===== config.mk =====
export PLATFORM = sky130hd
export DESIGN_NAME = gpm_misc_ctrl
export DESIGN_NICKNAME = d
export VERILOG_FILES = /design/src/hdl/gpm_pkg.sv /design/src/hdl/gpm_sync_if.sv /design/src/hdl/gpm_misc_ctrl.sv /design/src/hdl/gpm_pin_sync.sv
export SDC_FILE = /design/constraint.sdc
export NUM_CORES = 1
export LEC_CHECK = 0
export BUFFER_PORTS_ARGS = -buffer_cell sky130_fd_sc_hd__buf_4
export CORE_MARGIN = 4
export CORE_UTILIZATION = 57
export DETAILED_ROUTE_END_ITERATION = 16
export PLACE_DENSITY = 0.84
export SYNTH_ARGS = -nofsm -noshare
export SYNTH_HDL_FRONTEND = slang
export SYNTH_SLANG_ARGS = --single-unit

===== constraint.sdc =====
create_clock -name pclk -period 2.7 [get_ports pclk]
set_input_delay 0.675 -clock pclk [delete_from_list [all_inputs] [get_ports pclk]]
set_output_delay 0.675 -clock pclk [all_outputs]
set_load 0.01 [all_outputs]

===== src/hdl/gpm_pkg.sv =====
// Operation
// - takeover bit clear gives pin to its peripheral, set to central registers; reset zero
// - central registers choose input or output per pin
// - pin readback register returns the current level on each pin
// - a central output pin drives the value register bit
// - each pin output selectable open-drain or push-pull
// - only the 30 digital pins are ever usable as general-purpose pins
// - peripherals keep their own local pin control as the alternative path
// - a 2-bit package code field readable by firmware
// - brownout flag set on low supply; polled or raises an interrupt
// - temperature sensor disabled after reset, enabled only by firmware
// - temperature sensor output routed to converter channel 14
// - mux register connects exactly one function to the shared pin
// - share mode 00/10 off, 01 pulse bus switch one, 11 switch two
// - share register sets pulse period, duty and both share switches
package gpm_pkg;

  // ----------------------------------------------------------------
  // register offsets
  // ----------------------------------------------------------------
  localparam logic [7:0] OFS_TAKEOVER  = 8'h00;
  localparam logic [7:0] OFS_DIR       = 8'h04;
  localparam logic [7:0] OFS_OPEN      = 8'h08;
  localparam logic [7:0] OFS_VALUE     = 8'h0C;
  localparam logic [7:0] OFS_READBACK  = 8'h10;
  localparam logic [7:0] OFS_PKG       = 8'h14;
  localparam logic [7:0] OFS_BROWNOUT  = 8'h18;
  localparam logic [7:0] OFS_TEMP_CTRL = 8'h1C;
  localparam logic [7:0] OFS_TEMP_CAL  = 8'h20;
  localparam logic [7:0] OFS_MUX       = 8'h24;
  localparam logic [7:0] OFS_SHARE     = 8'h28;

  // ----------------------------------------------------------------
  // field positions
  // ----------------------------------------------------------------
  localparam int BO_FLAG_BIT   = 0;
  localparam int BO_IRQ_EN_BIT = 1;
  localparam int TEMP_EN_BIT   = 0;
  localparam int SHARE_MODE_LO = 0;
  localparam int SHARE_TEST_LO = 2;
  localparam int SHARE_PRD_LO  = 8;
  localparam int SHARE_DUTY_LO = 16;

  // ----------------------------------------------------------------
  // reset values and widths
  // ----------------------------------------------------------------
  localparam int NUM_PINS = 30;
  localparam logic [29:0] TAKEOVER_RST = 30'h0000_0000;
  localparam logic [29:0] PIN_REG_RST  = 30'h0000_0000;
  // arbitrary neutral package code
  localparam logic [1:0]  PKG_CODE_RST = 2'h1;
  localparam int          TEMP_CAL_W   = 12;
  localparam logic [11:0] TEMP_CAL_RST = 12'h000;
  localparam logic [7:0]  PRD_RST      = 8'hFF;
  localparam logic [7:0]  DUTY_RST     = 8'h00;
  localparam int          TEMP_CHANNEL = 14;

  // sync vector layout: pins, then brownout, then shared pin
  localparam int SYNC_BO     = 30;
  localparam int SYNC_SHARED = 31;
  localparam int SYNC_W      = 32;

  typedef enum logic [1:0] {
    SHARE_OFF_A  = 2'h0,
    SHARE_PULSE  = 2'h1,
    SHARE_OFF_B  = 2'h2,
    SHARE_ANALOG = 2'h3
  } gpm_share_mode_t;

endpackage : gpm_pkg


===== src/hdl/gpm_sync_if.sv =====
`timescale 1ns/10ps
`default_nettype none
interface gpm_sync_if #(parameter int W = 32);
  logic [W-1:0] raw;
  logic [W-1:0] level;
  modport main (output raw, input level);
  modport sync (input raw, output level);
endinterface : gpm_sync_if
`default_nettype wire

===== src/hdl/gpm_misc_ctrl.sv =====
// Chosen here: the address map and the APB slave port.
`timescale 1ns/10ps
`default_nettype none
module gpm_misc_ctrl
  import gpm_pkg::*;
#(
  parameter logic [29:0] GPIO_CAPABLE = 30'h3FFF_FFFF,
  parameter int          MUX_FUNCS    = 4,
  parameter int          MUX_SEL_W    = 2
) (
  input  wire logic                 pclk,
  input  wire logic                 presetn,
  input  wire logic                 ce,
  // apb slave
  input  wire logic                 psel,
  input  wire logic                 penable,
  input  wire logic                 pwrite,
  input  wire logic [7:0]           paddr,
  input  wire logic [31:0]          pwdata,
  output var  logic [31:0]          prdata,
  output var  logic                 pready,
  output var  logic                 pslverr,
  // general-purpose pins
  input  wire logic [29:0]          pin_in,
  output var  logic [29:0]          pin_out,
  output var  logic [29:0]          pin_oe,
  // owning peripherals
  input  wire logic [29:0]          periph_out,
  input  wire logic [29:0]          periph_oe,
  output var  logic [29:0]          periph_in,
  // shared multiplexed pin
  input  wire logic [MUX_FUNCS-1:0] func_out,
  input  wire logic [MUX_FUNCS-1:0] func_oe,
  output var  logic [MUX_FUNCS-1:0] func_in,
  input  wire logic                 shared_pin_in,
  output var  logic                 shared_pin_out,
  output var  logic                 shared_pin_oe,
  // supervisory and analog controls
  input  wire logic                 brownout_detect,
  output var  logic                 brownout_irq,
  output var  logic                 temp_sensor_enable,
  output var  logic                 temp_route_ch14,
  output var  logic                 share_switch_one_enable,
  output var  logic                 share_switch_two_enable,
  output var  logic                 pulse_source_output
);

  // ----------------------------------------------------------------
  // input synchronisers
  // ----------------------------------------------------------------
  gpm_sync_if #(.W(SYNC_W)) sync_bus ();
  assign sync_bus.raw = {shared_pin_in, brownout_detect, pin_in};
  gpm_pin_sync #(.W(SYNC_W)) u_sync (
    .pclk    (pclk),
    .presetn (presetn),
    .ce      (ce),
    .s       (sync_bus.sync)
  );

  wire logic [29:0] pin_level    = sync_bus.level[29:0];
  wire logic        bo_level     = sync_bus.level[SYNC_BO];
  wire logic        shared_level = sync_bus.level[SYNC_SHARED];

  // ----------------------------------------------------------------
  // register state
  // ----------------------------------------------------------------
  logic [29:0]           takeover,   next_takeover;
  logic [29:0]           dir_out,    next_dir_out;
  logic [29:0]           open_drain, next_open_drain;
  logic [29:0]           value,      next_value;
  logic [1:0]            pkg_code,   next_pkg_code;
  logic                  bo_flag,    next_bo_flag;
  logic                  bo_irq_en,  next_bo_irq_en;
  logic                  temp_en,    next_temp_en;
  logic [TEMP_CAL_W-1:0] temp_cal,   next_temp_cal;
  logic [MUX_SEL_W-1:0]  mux_sel,    next_mux_sel;
  logic [1:0]            share_mode, next_share_mode;
  logic [1:0]            share_test, next_share_test;
  logic [7:0]            pwm_prd,    next_pwm_prd;
  logic [7:0]            pwm_duty,   next_pwm_duty;
  logic [31:0]           next_prdata;
  logic                  next_pready, next_pslverr;

  logic        access, wr, mapped;
  logic [31:0] rd_mux;

  // ----------------------------------------------------------------
  // apb decode and register updates
  // ----------------------------------------------------------------
  // one wait state keeps prdata registered
  assign access = psel & penable;
  assign wr     = access & pready & pwrite;

  always_comb begin
    mapped = 1'b1;
    rd_mux = 32'h0000_0000;
    unique case (paddr)
      OFS_TAKEOVER:  rd_mux[29:0] = takeover;
      OFS_DIR:       rd_mux[29:0] = dir_out;
      OFS_OPEN:      rd_mux[29:0] = open_drain;
      OFS_VALUE:     rd_mux[29:0] = value;
      OFS_READBACK:  rd_mux[29:0] = pin_level;
      OFS_PKG:       rd_mux[1:0]  = pkg_code;
      OFS_BROWNOUT: begin
        rd_mux[BO_FLAG_BIT]   = bo_flag;
        rd_mux[BO_IRQ_EN_BIT] = bo_irq_en;
      end
      OFS_TEMP_CTRL: rd_mux[TEMP_EN_BIT] = temp_en;
      OFS_TEMP_CAL:  rd_mux[TEMP_CAL_W-1:0] = temp_cal;
      OFS_MUX:       rd_mux[MUX_SEL_W-1:0] = mux_sel;
      OFS_SHARE: begin
        rd_mux[SHARE_MODE_LO +: 2] = share_mode;
        rd_mux[SHARE_TEST_LO +: 2] = share_test;
        rd_mux[SHARE_PRD_LO +: 8]  = pwm_prd;
        rd_mux[SHARE_DUTY_LO +: 8] = pwm_duty;
      end
      default: mapped = 1'b0;
    endcase
  end

  always_comb begin
    next_takeover   = takeover;
    next_dir_out    = dir_out;
    next_open_drain = open_drain;
    next_value      = value;
    next_pkg_code   = pkg_code;
    next_bo_irq_en  = bo_irq_en;
    next_temp_en    = temp_en;
    next_temp_cal   = temp_cal;
    next_mux_sel    = mux_sel;
    next_share_mode = share_mode;
    next_share_test = share_test;
    next_pwm_prd    = pwm_prd;
    next_pwm_duty   = pwm_duty;
    next_bo_flag    = bo_flag;
    next_prdata     = prdata;
    next_pready     = pready;
    next_pslverr    = pslverr;
    if (ce) begin
      next_pready  = access & ~pready;
      next_pslverr = access & ~pready & ~mapped;
      if (access & ~pready) begin
        next_prdata = pwrite ? 32'h0000_0000 : rd_mux;
      end
      if (wr) begin
        unique case (paddr)
          OFS_TAKEOVER:
            // non-digital pins never leave their owner
            next_takeover = pwdata[29:0] & GPIO_CAPABLE;
          OFS_DIR:       next_dir_out    = pwdata[29:0];
          OFS_OPEN:      next_open_drain = pwdata[29:0];
          OFS_VALUE:     next_value      = pwdata[29:0];
          OFS_PKG:       next_pkg_code   = pwdata[1:0];
          OFS_BROWNOUT:  next_bo_irq_en  = pwdata[BO_IRQ_EN_BIT];
          OFS_TEMP_CTRL: next_temp_en    = pwdata[TEMP_EN_BIT];
          // writable by design; the factory count is then gone
          OFS_TEMP_CAL:  next_temp_cal   = pwdata[TEMP_CAL_W-1:0];
          OFS_MUX:       next_mux_sel    = pwdata[MUX_SEL_W-1:0];
          OFS_SHARE: begin
            next_share_mode = pwdata[SHARE_MODE_LO +: 2];
            next_share_test = pwdata[SHARE_TEST_LO +: 2];
            next_pwm_prd    = pwdata[SHARE_PRD_LO +: 8];
            next_pwm_duty   = pwdata[SHARE_DUTY_LO +: 8];
          end
          default: ;
        endcase
      end
      // write one clears; a brownout in the same cycle wins
      if (wr && paddr == OFS_BROWNOUT && pwdata[BO_FLAG_BIT]) begin
        next_bo_flag = 1'b0;
      end
      if (bo_level) begin
        next_bo_flag = 1'b1;
      end
    end
  end

  always_ff @(posedge pclk or negedge presetn) begin
    if (!presetn) begin
      takeover   <= TAKEOVER_RST;
      dir_out    <= PIN_REG_RST;
      open_drain <= PIN_REG_RST;
      value      <= PIN_REG_RST;
      pkg_code   <= PKG_CODE_RST;
      bo_flag    <= 1'b0;
      bo_irq_en  <= 1'b0;
      temp_en    <= 1'b0;
      temp_cal   <= TEMP_CAL_RST;
      mux_sel    <= '0;
      share_mode <= SHARE_OFF_A;
      share_test <= 2'h0;
      pwm_prd    <= PRD_RST;
      pwm_duty   <= DUTY_RST;
      prdata     <= 32'h0000_0000;
      pready     <= 1'b0;
      pslverr    <= 1'b0;
    end else begin
      takeover   <= next_takeover;
      dir_out    <= next_dir_out;
      open_drain <= next_open_drain;
      value      <= next_value;
      pkg_code   <= next_pkg_code;
      bo_flag    <= next_bo_flag;
      bo_irq_en  <= next_bo_irq_en;
      temp_en    <= next_temp_en;
      temp_cal   <= next_temp_cal;
      mux_sel    <= next_mux_sel;
      share_mode <= next_share_mode;
      share_test <= next_share_test;
      pwm_prd    <= next_pwm_prd;
      pwm_duty   <= next_pwm_duty;
      prdata     <= next_prdata;
      pready     <= next_pready;
      pslverr    <= next_pslverr;
    end
  end

  // ----------------------------------------------------------------
  // pin ownership and drive
  // ----------------------------------------------------------------
  logic [29:0] cen_oe, cen_out;
  logic [29:0] next_pin_oe, next_pin_out, next_periph_in;

  always_comb begin
    // open drain only pulls low, releases for a one
    cen_oe  = dir_out & ~(open_drain & value);
    cen_out = value & ~open_drain;
    next_pin_oe    = pin_oe;
    next_pin_out   = pin_out;
    next_periph_in = periph_in;
    if (ce) begin
      // peripheral path carries its own local gpio control
      next_pin_oe    = (takeover & cen_oe)  | (~takeover & periph_oe);
      next_pin_out   = (takeover & cen_out) | (~takeover & periph_out);
      next_periph_in = pin_level;
    end
  end

  always_ff @(posedge pclk or negedge presetn) begin
    if (!presetn) begin
      pin_oe    <= 30'h0000_0000;
      pin_out   <= 30'h0000_0000;
      periph_in <= 30'h0000_0000;
    end else begin
      pin_oe    <= next_pin_oe;
      pin_out   <= next_pin_out;
      periph_in <= next_periph_in;
    end
  end

  // ----------------------------------------------------------------
  // shared pin function select
  // ----------------------------------------------------------------
  logic [MUX_FUNCS-1:0] next_func_in;
  logic                 next_shared_out, next_shared_oe;

  always_comb begin
    next_func_in    = func_in;
    next_shared_out = shared_pin_out;
    next_shared_oe  = shared_pin_oe;
    if (ce) begin
      next_func_in = '0;
      // a select past the last function leaves the pin released
      next_shared_out = 1'b0;
      next_shared_oe  = 1'b0;
      for (int f = 0; f < MUX_FUNCS; f++) begin
        if (mux_sel == f[MUX_SEL_W-1:0]) begin
          next_func_in[f] = shared_level;
          next_shared_out = func_out[f];
          next_shared_oe  = func_oe[f];
        end
      end
    end
  end

  always_ff @(posedge pclk or negedge presetn) begin
    if (!presetn) begin
      func_in        <= '0;
      shared_pin_out <= 1'b0;
      shared_pin_oe  <= 1'b0;
    end else begin
      func_in        <= next_func_in;
      shared_pin_out <= next_shared_out;
      shared_pin_oe  <= next_shared_oe;
    end
  end

  // ----------------------------------------------------------------
  // share switches, pulse source, analog controls
  // ----------------------------------------------------------------
  logic [7:0] pwm_cnt, next_pwm_cnt;
  logic       next_pulse, next_sw1, next_sw2;
  logic       next_irq,   next_temp_out;

  always_comb begin
    next_pwm_cnt  = pwm_cnt;
    next_pulse    = pulse_source_output;
    next_sw1      = share_switch_one_enable;
    next_sw2      = share_switch_two_enable;
    next_irq      = brownout_irq;
    next_temp_out = temp_sensor_enable;
    if (ce) begin
      next_sw1 = (share_mode == SHARE_PULSE);
      next_sw2 = (share_mode == SHARE_ANALOG);
      if (share_mode == SHARE_PULSE) begin
        next_pwm_cnt = (pwm_cnt >= pwm_prd) ? 8'h00 : pwm_cnt + 8'h01;
        next_pulse   = (pwm_cnt < pwm_duty);
      end else begin
        // pulse source idles low in every other mode
        next_pwm_cnt = 8'h00;
        next_pulse   = 1'b0;
      end
      next_irq      = bo_flag & bo_irq_en;
      next_temp_out = temp_en;
    end
  end

  always_ff @(posedge pclk or negedge presetn) begin
    if (!presetn) begin
      pwm_cnt                 <= 8'h00;
      pulse_source_output     <= 1'b0;
      share_switch_one_enable <= 1'b0;
      share_switch_two_enable <= 1'b0;
      brownout_irq            <= 1'b0;
      temp_sensor_enable      <= 1'b0;
      temp_route_ch14         <= 1'b0;
    end else begin
      pwm_cnt                 <= next_pwm_cnt;
      pulse_source_output     <= next_pulse;
      share_switch_one_enable <= next_sw1;
      share_switch_two_enable <= next_sw2;
      brownout_irq            <= next_irq;
      temp_sensor_enable      <= next_temp_out;
      temp_route_ch14         <= next_temp_out;
    end
  end

endmodule : gpm_misc_ctrl
`default_nettype wire


===== src/hdl/gpm_pin_sync.sv =====
`timescale 1ns/10ps
`default_nettype none
module gpm_pin_sync
  import gpm_pkg::*;
#(
  parameter int W = SYNC_W
) (
  input wire logic   pclk,
  input wire logic   presetn,
  input wire logic   ce,
  gpm_sync_if.sync   s
);

  // ----------------------------------------------------------------
  // three-stage capture, accept a level once stages two and three agree
  // ----------------------------------------------------------------
  genvar i;
  generate
    for (i = 0; i < W; i++) begin : g_bit
      logic [2:0] stage;
      logic [2:0] next_stage;
      logic       lvl;
      logic       next_lvl;
      always_comb begin
        next_stage = stage;
        next_lvl   = lvl;
        if (ce) begin
          next_stage = {stage[1:0], s.raw[i]};
          // stage[0] is read only by stage[1]
          if (stage[1] == stage[2]) begin
            next_lvl = stage[2];
          end
        end
      end
      always_ff @(posedge pclk or negedge presetn) begin
        if (!presetn) begin
          stage <= 3'h0;
          lvl   <= 1'b0;
        end else begin
          stage <= next_stage;
          lvl   <= next_lvl;
        end
      end
      assign s.level[i] = lvl;
    end
  endgenerate

endmodule : gpm_pin_sync
`default_nettype wire


==> results of run 1 <==
## synthesized netlist by cell type (3+ instances only)
cell | number | share of area
dfstp_2 | 9 | 0.013
o21ai_0 | 64 | 0.017
a221oi_1 | 8 | 0.0037
and2_1 | 5 | 0.0017
buf_2 | 21 | 0.0056
a31oi_1 | 62 | 0.021
mux4_2 | 5 | 0.0060
a211oi_1 | 3 | 0.0012
nor3_1 | 7 | 0.0019
buf_4 | 4 | 0.0016
nand3_1 | 12 | 0.0032
buf_1 | 9 | 0.0018
o22ai_1 | 12 | 0.0040
mux2i_1 | 10 | 0.0053
nand2_1 | 100 | 0.020
nand2b_1 | 69 | 0.023
nor4_1 | 3 | 0.0010
and3_1 | 4 | 0.0013
a22oi_1 | 29 | 0.012
nand3b_1 | 33 | 0.013
a21o_1 | 7 | 0.0028
clkbuf_1 | 44 | 0.0088
a21oi_1 | 117 | 0.031
mux2_1 | 35 | 0.021
dfrtp_1 | 419 | 0.56
a22o_1 | 13 | 0.0060
mux2_2 | 245 | 0.15
a222oi_1 | 9 | 0.0048
inv_1 | 33 | 0.0066
o21ai_1 | 8 | 0.0021
a32oi_1 | 4 | 0.0019
ha_1 | 16 | 0.011
nor2b_1 | 33 | 0.011
buf_6 | 3 | 0.0018
nor2_1 | 107 | 0.021
## flip-flops by register name, indices dropped and copies added, names as in the netlist, 30 cells and up
signal / count
u_sync.g_bit.stage: 96
u_sync.g_bit.lvl: 32
dir_out: 30
open_drain: 30
periph_in: 30
pin_oe: 30
pin_out: 30
prdata: 30
takeover: 30
value: 30
## critical path, delay by kind of cell
| kind | cells | cell delay (ps) |
|---|---|---|
| and+or+nand+nor | 4 | 1270 |
| AOI/OAI and AO/OA | 2 | 420 |
| buffers and inverters | 2 | 270 |
## final cells by class
cell class / count / area (µm²) / share of cell area
tap: 442 / 553 / 0.0237
clock buffer: 65 / 1310 / 0.0563
timing repair buffer: 338 / 2730 / 0.117
multi-input combinational: 1046 / 7690 / 0.330
antenna: 2 / 5.00 / 0.000215
sequential: 428 / 10700 / 0.460
inverter: 33 / 124 / 0.00532
clock inverter: 18 / 159 / 0.00682
## cell families after synthesis
| group | count (synthesis) | share of synthesized area |
|---|---|---|
| XOR/XNOR | 2 | 0.000929 |
| other | 1 | 0.000199 |
| AND/OR/NAND/NOR | 386 | 0.104 |
| AO/OA/AOI/OAI | 344 | 0.110 |
| flip-flops | 428 | 0.569 |
| buffers and inverters | 114 | 0.0261 |
| adder cells (fa/ha/maj) | 17 | 0.0111 |
| multiplexers | 295 | 0.179 |
## final timing paths
path	depth (start not counted)	to
min reg2reg	2	prdata[19]
min	1	pin_out[9]
max	8	prdata[8]
max in group asynchronous	2	pwm_prd[6]
max reg2reg	8	pwm_cnt[2]
min in group pclk	2	u_sync.g_bit[0].stage[0]
## per-stage QoR
stage / cell area (µm²) / setup WS [ps] / util
floorplan: 18900 / 163 / -
global placement: 21800 / 54.2 / 0.669
detailed placement: 21800 / 17.6 / 0.669
CTS: 23300 / 546 / 0.714
global route: 23300 / 457 / 0.714
finish: 23300 / 490 / 0.714
## cells in the final DEF, fill, tap and decap left out, types with 3 or more instances in the layout
cell          n
a21o_1        7
dfstp_2       9
clkinv_2     10
nor3_1        3
ha_1         16
a222oi_1      9
clkinvlp_4    3
a221oi_1      8
a22o_1       13
buf_4       322
inv_6         3
and2_1        5
nor3_2        4
dfrtp_1     419
a32oi_1       4
a22oi_1      29
mux2_1       35
nand2b_1     69
and3_1        4
o22ai_1      12
mux4_2        5
a31oi_1      62
a21oi_1     117
clkbuf_16    45
nor2b_1      33
mux2_2      245
nor2_1      107
clkbuf_1      9
nand2_1     100
mux2i_1      10
nand3b_1     33
clkbuf_8     11
o21ai_1       8
buf_12       14
o21ai_0      64
a211oi_1      3
inv_1        33
nand3_1      12
## report_power, final
part           internal, mW  total, mW  leakage, nW  switching (mW)
combinational         0.977       1.85         4.73           0.871
clock                  3.58       6.09        0.726            2.52
sequential             7.01       7.58         5.45           0.575
## routing by layer
metal / global-route usage / share of wire
met5: 0 / 0.00026
met4: 0.111 / 0.041
met3: 0.0650 / 0.084
met2: 0.443 / 0.47
met1: 0.370 / 0.40
==> impl_results.md, run 1 <==
* P_leak at 10.9 nW
* Fin Hold WS at 32.1 ps
* Register bit total from synthesis at 428
* Largest net degree at the start of global routing at 129
* Die Ht at 190 µm
* Final TNS setup at 0 ps
* CP Capture Type: flop
* Grt total ovfl at 0
* Cts bufs inserted at 45
* DRC at 0
* Clk buf depth at 3
* Antenna violations before repair at 3
* Top_reg_cell synth: dfrtp_1
* Fillers at 2,201
* GP Congestion at 0.947
* Worst min path class: input port to async pin
* Fin cells at 2,372
* Vias in the first global route at 14.4k
* Startpoint Class: input port
* Critical path fanouts, max at 8
* Sequential area share after synthesis at 0.569
* Die W at 190 µm
* Vias per cell at 5.92
* DR iter-0 viols at 1,165
* Placed wire-length estimate at 35.6 mm
* Sequence of cells on the critical path: buf_4 > buf_4 > or4b_2 > nor2_4 > nor2_1 > o21ai_1 > nand3_1 > o21ai_0
* Tcrit/Tclk final at 0.819
* Most common cell on crit path: buf_4
* Area Overhead vs Synth at 23.5%
* Drt total wl at 50.5 mm
* CORE AREA at 32,600 µm²
* Layout cells sized above 1 at 0.356
* RSZ-0062 raised after global routing: no
* Synth warn at 0
* Worst Setup SP: paddr[5]
* Final Skew at 14.3 ps
* Synth Instances at 1,587
* Peak supply drop at 0.513 mV
* Cell Rows at 66
* Mapped Area at 18,900 µm²
* Status: finished, final reports clean
* CP required at 3140 ps
* Post-synth ARST share at 1.00
* Gr usage total at 0.277
* PortBufs at 277
* DR pass1 iterations at 6
* Slew Limit Fails at 0
* Dpl cells at 2,287
* Number of setup buffers added after CTS at 0
* Tmin final at 2210 ps
* PwrDens at 666 nW/µm²
* Synth cell types at 55
* Clock transition at the registers of the reported paths at 60 ps
* Total chip power at 15.5 mW
* Count of final hold-check violations at 0
* FMAX at 0.452 GHz
* H-tree Lvls at 2
* Die area at 36,100 µm²
* Post-cts gate resize count at 0
* Kind of critical path: input port to flop
* Effective utilization at floorplan at 0.578
* Clock latency on the worst-skew pair at 540 ps
* Max-cap violations at 0
* Peak per-stage delay on the critical path at 760 ps
* I/O pin total at 282
* WP data arrival at 2650 ps
* Hold-fix buffers, CTS at 0
* Slew headroom at 0.600
* Layout Nets at 2,054
* Clock sink count at 428
* Worst R2R Start: pwm_prd[0]
* Final setup viols at 0
* Drt wl/cell at 21.3 µm
* Worst-margin pin slew at 599 ps
* Remaining antenna violation count at 0
* CP max-delay cell: or4b_2
* Via count at 14.0k
* CTS tree: done
* Syn avg cell area at 11.9 µm²
* Clk root buf: clkbuf_16
* Reg2reg setup slack at 680 ps
* First-pass GRT wire length at 78.8 mm
* Number of synthesized flops with an enable pin at 0
Power figures use the tool's default switching activity.
==> run 2: changes to the inputs <==
--- a/config.mk
+++ b/config.mk
@@ -7,9 +7,9 @@
 export LEC_CHECK = 0
 export BUFFER_PORTS_ARGS = -buffer_cell sky130_fd_sc_hd__buf_4
 export CORE_MARGIN = 4
-export CORE_UTILIZATION = 57
+export CORE_UTILIZATION = 52
 export DETAILED_ROUTE_END_ITERATION = 16
-export PLACE_DENSITY = 0.84
+export PLACE_DENSITY = 0.81
 export SYNTH_ARGS = -nofsm -noshare
 export SYNTH_HDL_FRONTEND = slang
 export SYNTH_SLANG_ARGS = --single-unit
==> constraint.sdc (replaced) <==
create_clock -name pclk -period 1.9 [get_ports pclk]
set_input_delay 0.475 -clock pclk [delete_from_list [all_inputs] [get_ports pclk]]
set_output_delay 0.475 -clock pclk [all_outputs]
set_load 0.01 [all_outputs]
==> impl_results.md, run 2 (same netlist as run 1, synthesis figures left out) <==
* CP max-delay cell: dfstp_2 (was or4b_2)
* Crit path buffers/inverters at 1 (was 2)
* Clk buf depth at 3 (unchanged)
* Vias in the first global route at 14.8k (was 14.4k)
* Layout cells sized above 1 at 0.397 (was 0.356)
* Slew headroom at 0.548 (was 0.600)
* DR pass1 iterations at 9 (was 6)
* Sequence of cells on the critical path: ha_4 > nand2b_4 > a21o_1 > a211o_1 > a21oi_2 > buf_6 > a21oi_1 > a31oi_1 (was buf_4 > buf_4 > or4b_2 > nor2_4 > nor2_1 > o21ai_1 > nand3_1 > o21ai_0)
* DRC at 0 (unchanged)
* Peak per-stage delay on the critical path at 570 ps (was 760 ps)
* Drt wl/cell at 21.9 µm (was 21.3 µm)
* Antenna violations before repair at 1 (was 3)
* Clk root buf: clkbuf_16 (unchanged)
* Commonest non-fill, non-tap cell in the layout: dfrtp_1 (unchanged)
* Drt total wl at 53.5 mm (was 50.5 mm)
* CP top delay family: compound AO/OA/AOI/OAI gates (was simple AND/OR/NAND/NOR gates)
* Final setup viols at 2 (was 0)
* PortBufs at 277 (unchanged)
* Status: complete, but fails checks (was finished, final reports clean)
* Die W at 198 µm (was 190 µm)
* CTS tree: done (unchanged)
* Kind of critical path: flop to flop (was input port to flop)
* WP data arrival at 2410 ps (was 2650 ps)
* Most frequent cells in the layout: 419 x dfrtp_1, 380 x buf_4, 235 x mux2_2 (was 419 x dfrtp_1, 322 x buf_4, 245 x mux2_2)
* Gate power share at 0.120 (was 0.119)
* Placed cell areas at 22,500 µm² (was 21,800 µm²)
* Number of setup buffers added after CTS at 0 (unchanged)
* Largest net degree at the start of global routing at 133 (was 129)
* RSZ-0062 raised after global routing: yes (was no)
* FMAX at 0.523 GHz
* CP required at 2390 ps (was 3140 ps)
* Slew Limit Fails at 0 (unchanged)
* Die area at 39,400 µm² (was 36,100 µm²)
* ANT cells at 0 (was 2)
* Min-delay src: pin_in[24]
* Worst R2R Start: pwm_prd[0] (unchanged)
* Die Ht at 198 µm (was 190 µm)
* Tcrit/Tclk final at 1.01
* Max-cap violations at 0 (unchanged)
* Worst Setup SP: pwm_prd[0] (was paddr[5])
* Biggest regs: u_sync.g_bit.stage (96), u_sync.g_bit.lvl (32) (unchanged)
* Gr usage total at 0.269 (was 0.277)
* CORE AREA at 35,700 µm² (was 32,600 µm²)
* Total chip power at 22.5 mW (was 15.5 mW)
* Vias per cell at 5.81 (was 5.92)
* Placed wire-length estimate at 38.4 mm (was 35.6 mm)
* Sequential power share at 0.478 (was 0.488)
* Via count at 14.2k (was 14.0k)
* Worst min path class: input port to flop (was input port to async pin)
* P_leak at 11.3 nW (was 10.9 nW)
* Peak supply drop at 0.862 mV (was 0.513 mV)
* Critical path fanouts, max at 5 (was 8)
* H-tree Lvls at 2 (unchanged)
* Cts bufs inserted at 45 (unchanged)
* Setup WS post-layout at -13.4 ps (was 490 ps)
* Startpoint Class: flop (was input port)
* Finished Cell Area at 24,100 µm² (was 23,300 µm²)
* Effective utilization at floorplan at 0.529 (was 0.578)
* Final Skew at 12.9 ps (was 14.3 ps)
* Area Overhead vs Synth at 27.8% (was 23.5%)
* Layout Nets at 2,116 (was 2,054)
* Clock latency on the worst-skew pair at 570 ps (was 540 ps)
* Grt total ovfl at 0 (unchanged)
* CP Capture Type: flop (unchanged)
* Clock sink count at 428 (unchanged)
* Sw Pwr at 5.71 mW (was 3.96 mW)
* Worst-margin pin slew at 679 ps (was 599 ps)
* Remaining antenna violation count at 0 (unchanged)
* First-pass GRT wire length at 82.8 mm (was 78.8 mm)
* Tmin final at 1910 ps
* Reg2reg setup slack at -10 ps (was 680 ps)
* Clk pwr share at 0.402 (was 0.393)
* Net Sw Frac at 0.253 (was 0.255)
* DR iter-0 viols at 1,195 (was 1,165)
* Cell Rows at 69 (was 66)
* GP Congestion at 0.959 (was 0.947)
* PwrDens at 935 nW/µm² (was 666 nW/µm²)
* I/O pin total at 282 (unchanged)
* Clock transition at the registers of the reported paths at 60 ps (about the same)
* Number of flip-flops in the largest register at 96 (unchanged)
* Most flop-heavy register: u_sync.g_bit.stage (unchanged)
* Cell Int Power at 16.8 mW (was 11.6 mW)
* Failing checks: negative setup slack
* Count of final hold-check violations at 0 (unchanged)
## run 2: cell types whose count changed in the layout (fill, tap and decap cells not counted), moves of 3 or more
cell | previous run | this run
mux2_2 | 245 | 235
clkinv_2 | 10 | 6
mux2_1 | 35 | 5
buf_4 | 322 | 380
o21ai_0 | 64 | 61
mux2_4 | 0 | 40
## run 2: per-layer routing
layer / track usage / routed length, µm / vias up
met5: 0 / 13 / -
met4: 0.109 / 2330 / 2
met3: 0.0688 / 4390 / 145
met2: 0.429 / 25100 / 540
met1: 0.357 / 21600 / 7104
li1: - / - / 6439
## run 2: worst reg2reg max path: stages (launching register included)
cell      delay [ps]
dfstp_2          570
ha_4             200
nand2b_4         130
a21o_1           170
a211o_1          270
a21oi_2          170
buf_6            140
a21oi_1           60
a31oi_1          130
## run 2: per-stage QoR
step / utilization / TNS (ps) / setup slack [ps] / hold WS [ps] / instances
after floorplan: - / -25960 / -261 / 179 / 1588
after global placement: 0.631 / -58300 / -476 / 455 / 2366
after detailed placement: 0.631 / -62820 / -509 / 458 / 2366
after CTS: 0.676 / 0 / 5.06 / 110 / 2449
after global routing: 0.676 / -413 / -85.7 / 113 / 2449
final: 0.676 / -14.8 / -13.4 / 139 / 2449
## run 2: final timing paths
check,to,cells after the start
worst max-delay path,pwm_cnt[4],8
worst min-delay path,u_sync.g_bit[24].stage[0],2
worst max register to register,pwm_cnt[4],8
worst min register to register,u_sync.g_bit[17].lvl,2
max in group asynchronous,pwm_prd[0],3
min in group asynchronous,u_sync.g_bit[15].stage[2],2
## run 2: power by group through the flow
stage               Sequential (mW)  Combinational [mW]  Clock, mW
global placement               10.9                2.62          0
floorplan                      10.7                1.18          0
CTS                            10.8                2.74       9.23
finish                         10.8                2.71       9.07
detailed placement             10.9                2.72          0
global route                   10.9                2.99       9.61
## run 2: what timing repair did
item                                   in CTS  in global routing
endpoints found under the hold margin      42                  0
setup endpoints to repair                   4                 42
pin swaps                                   4                  1
resized for setup                           6                  5
gates cloned                                1                  0
hold buffers                                1                  0
## run 2: cell type report
cell class,count,area (µm²)
fill,2584,11600
sequential,428,10700
multi-input combinational,1046,7920
timing repair buffer,400,3220
clock buffer,67,1380
tap,461,577
clock inverter,14,161
inverter,33,124
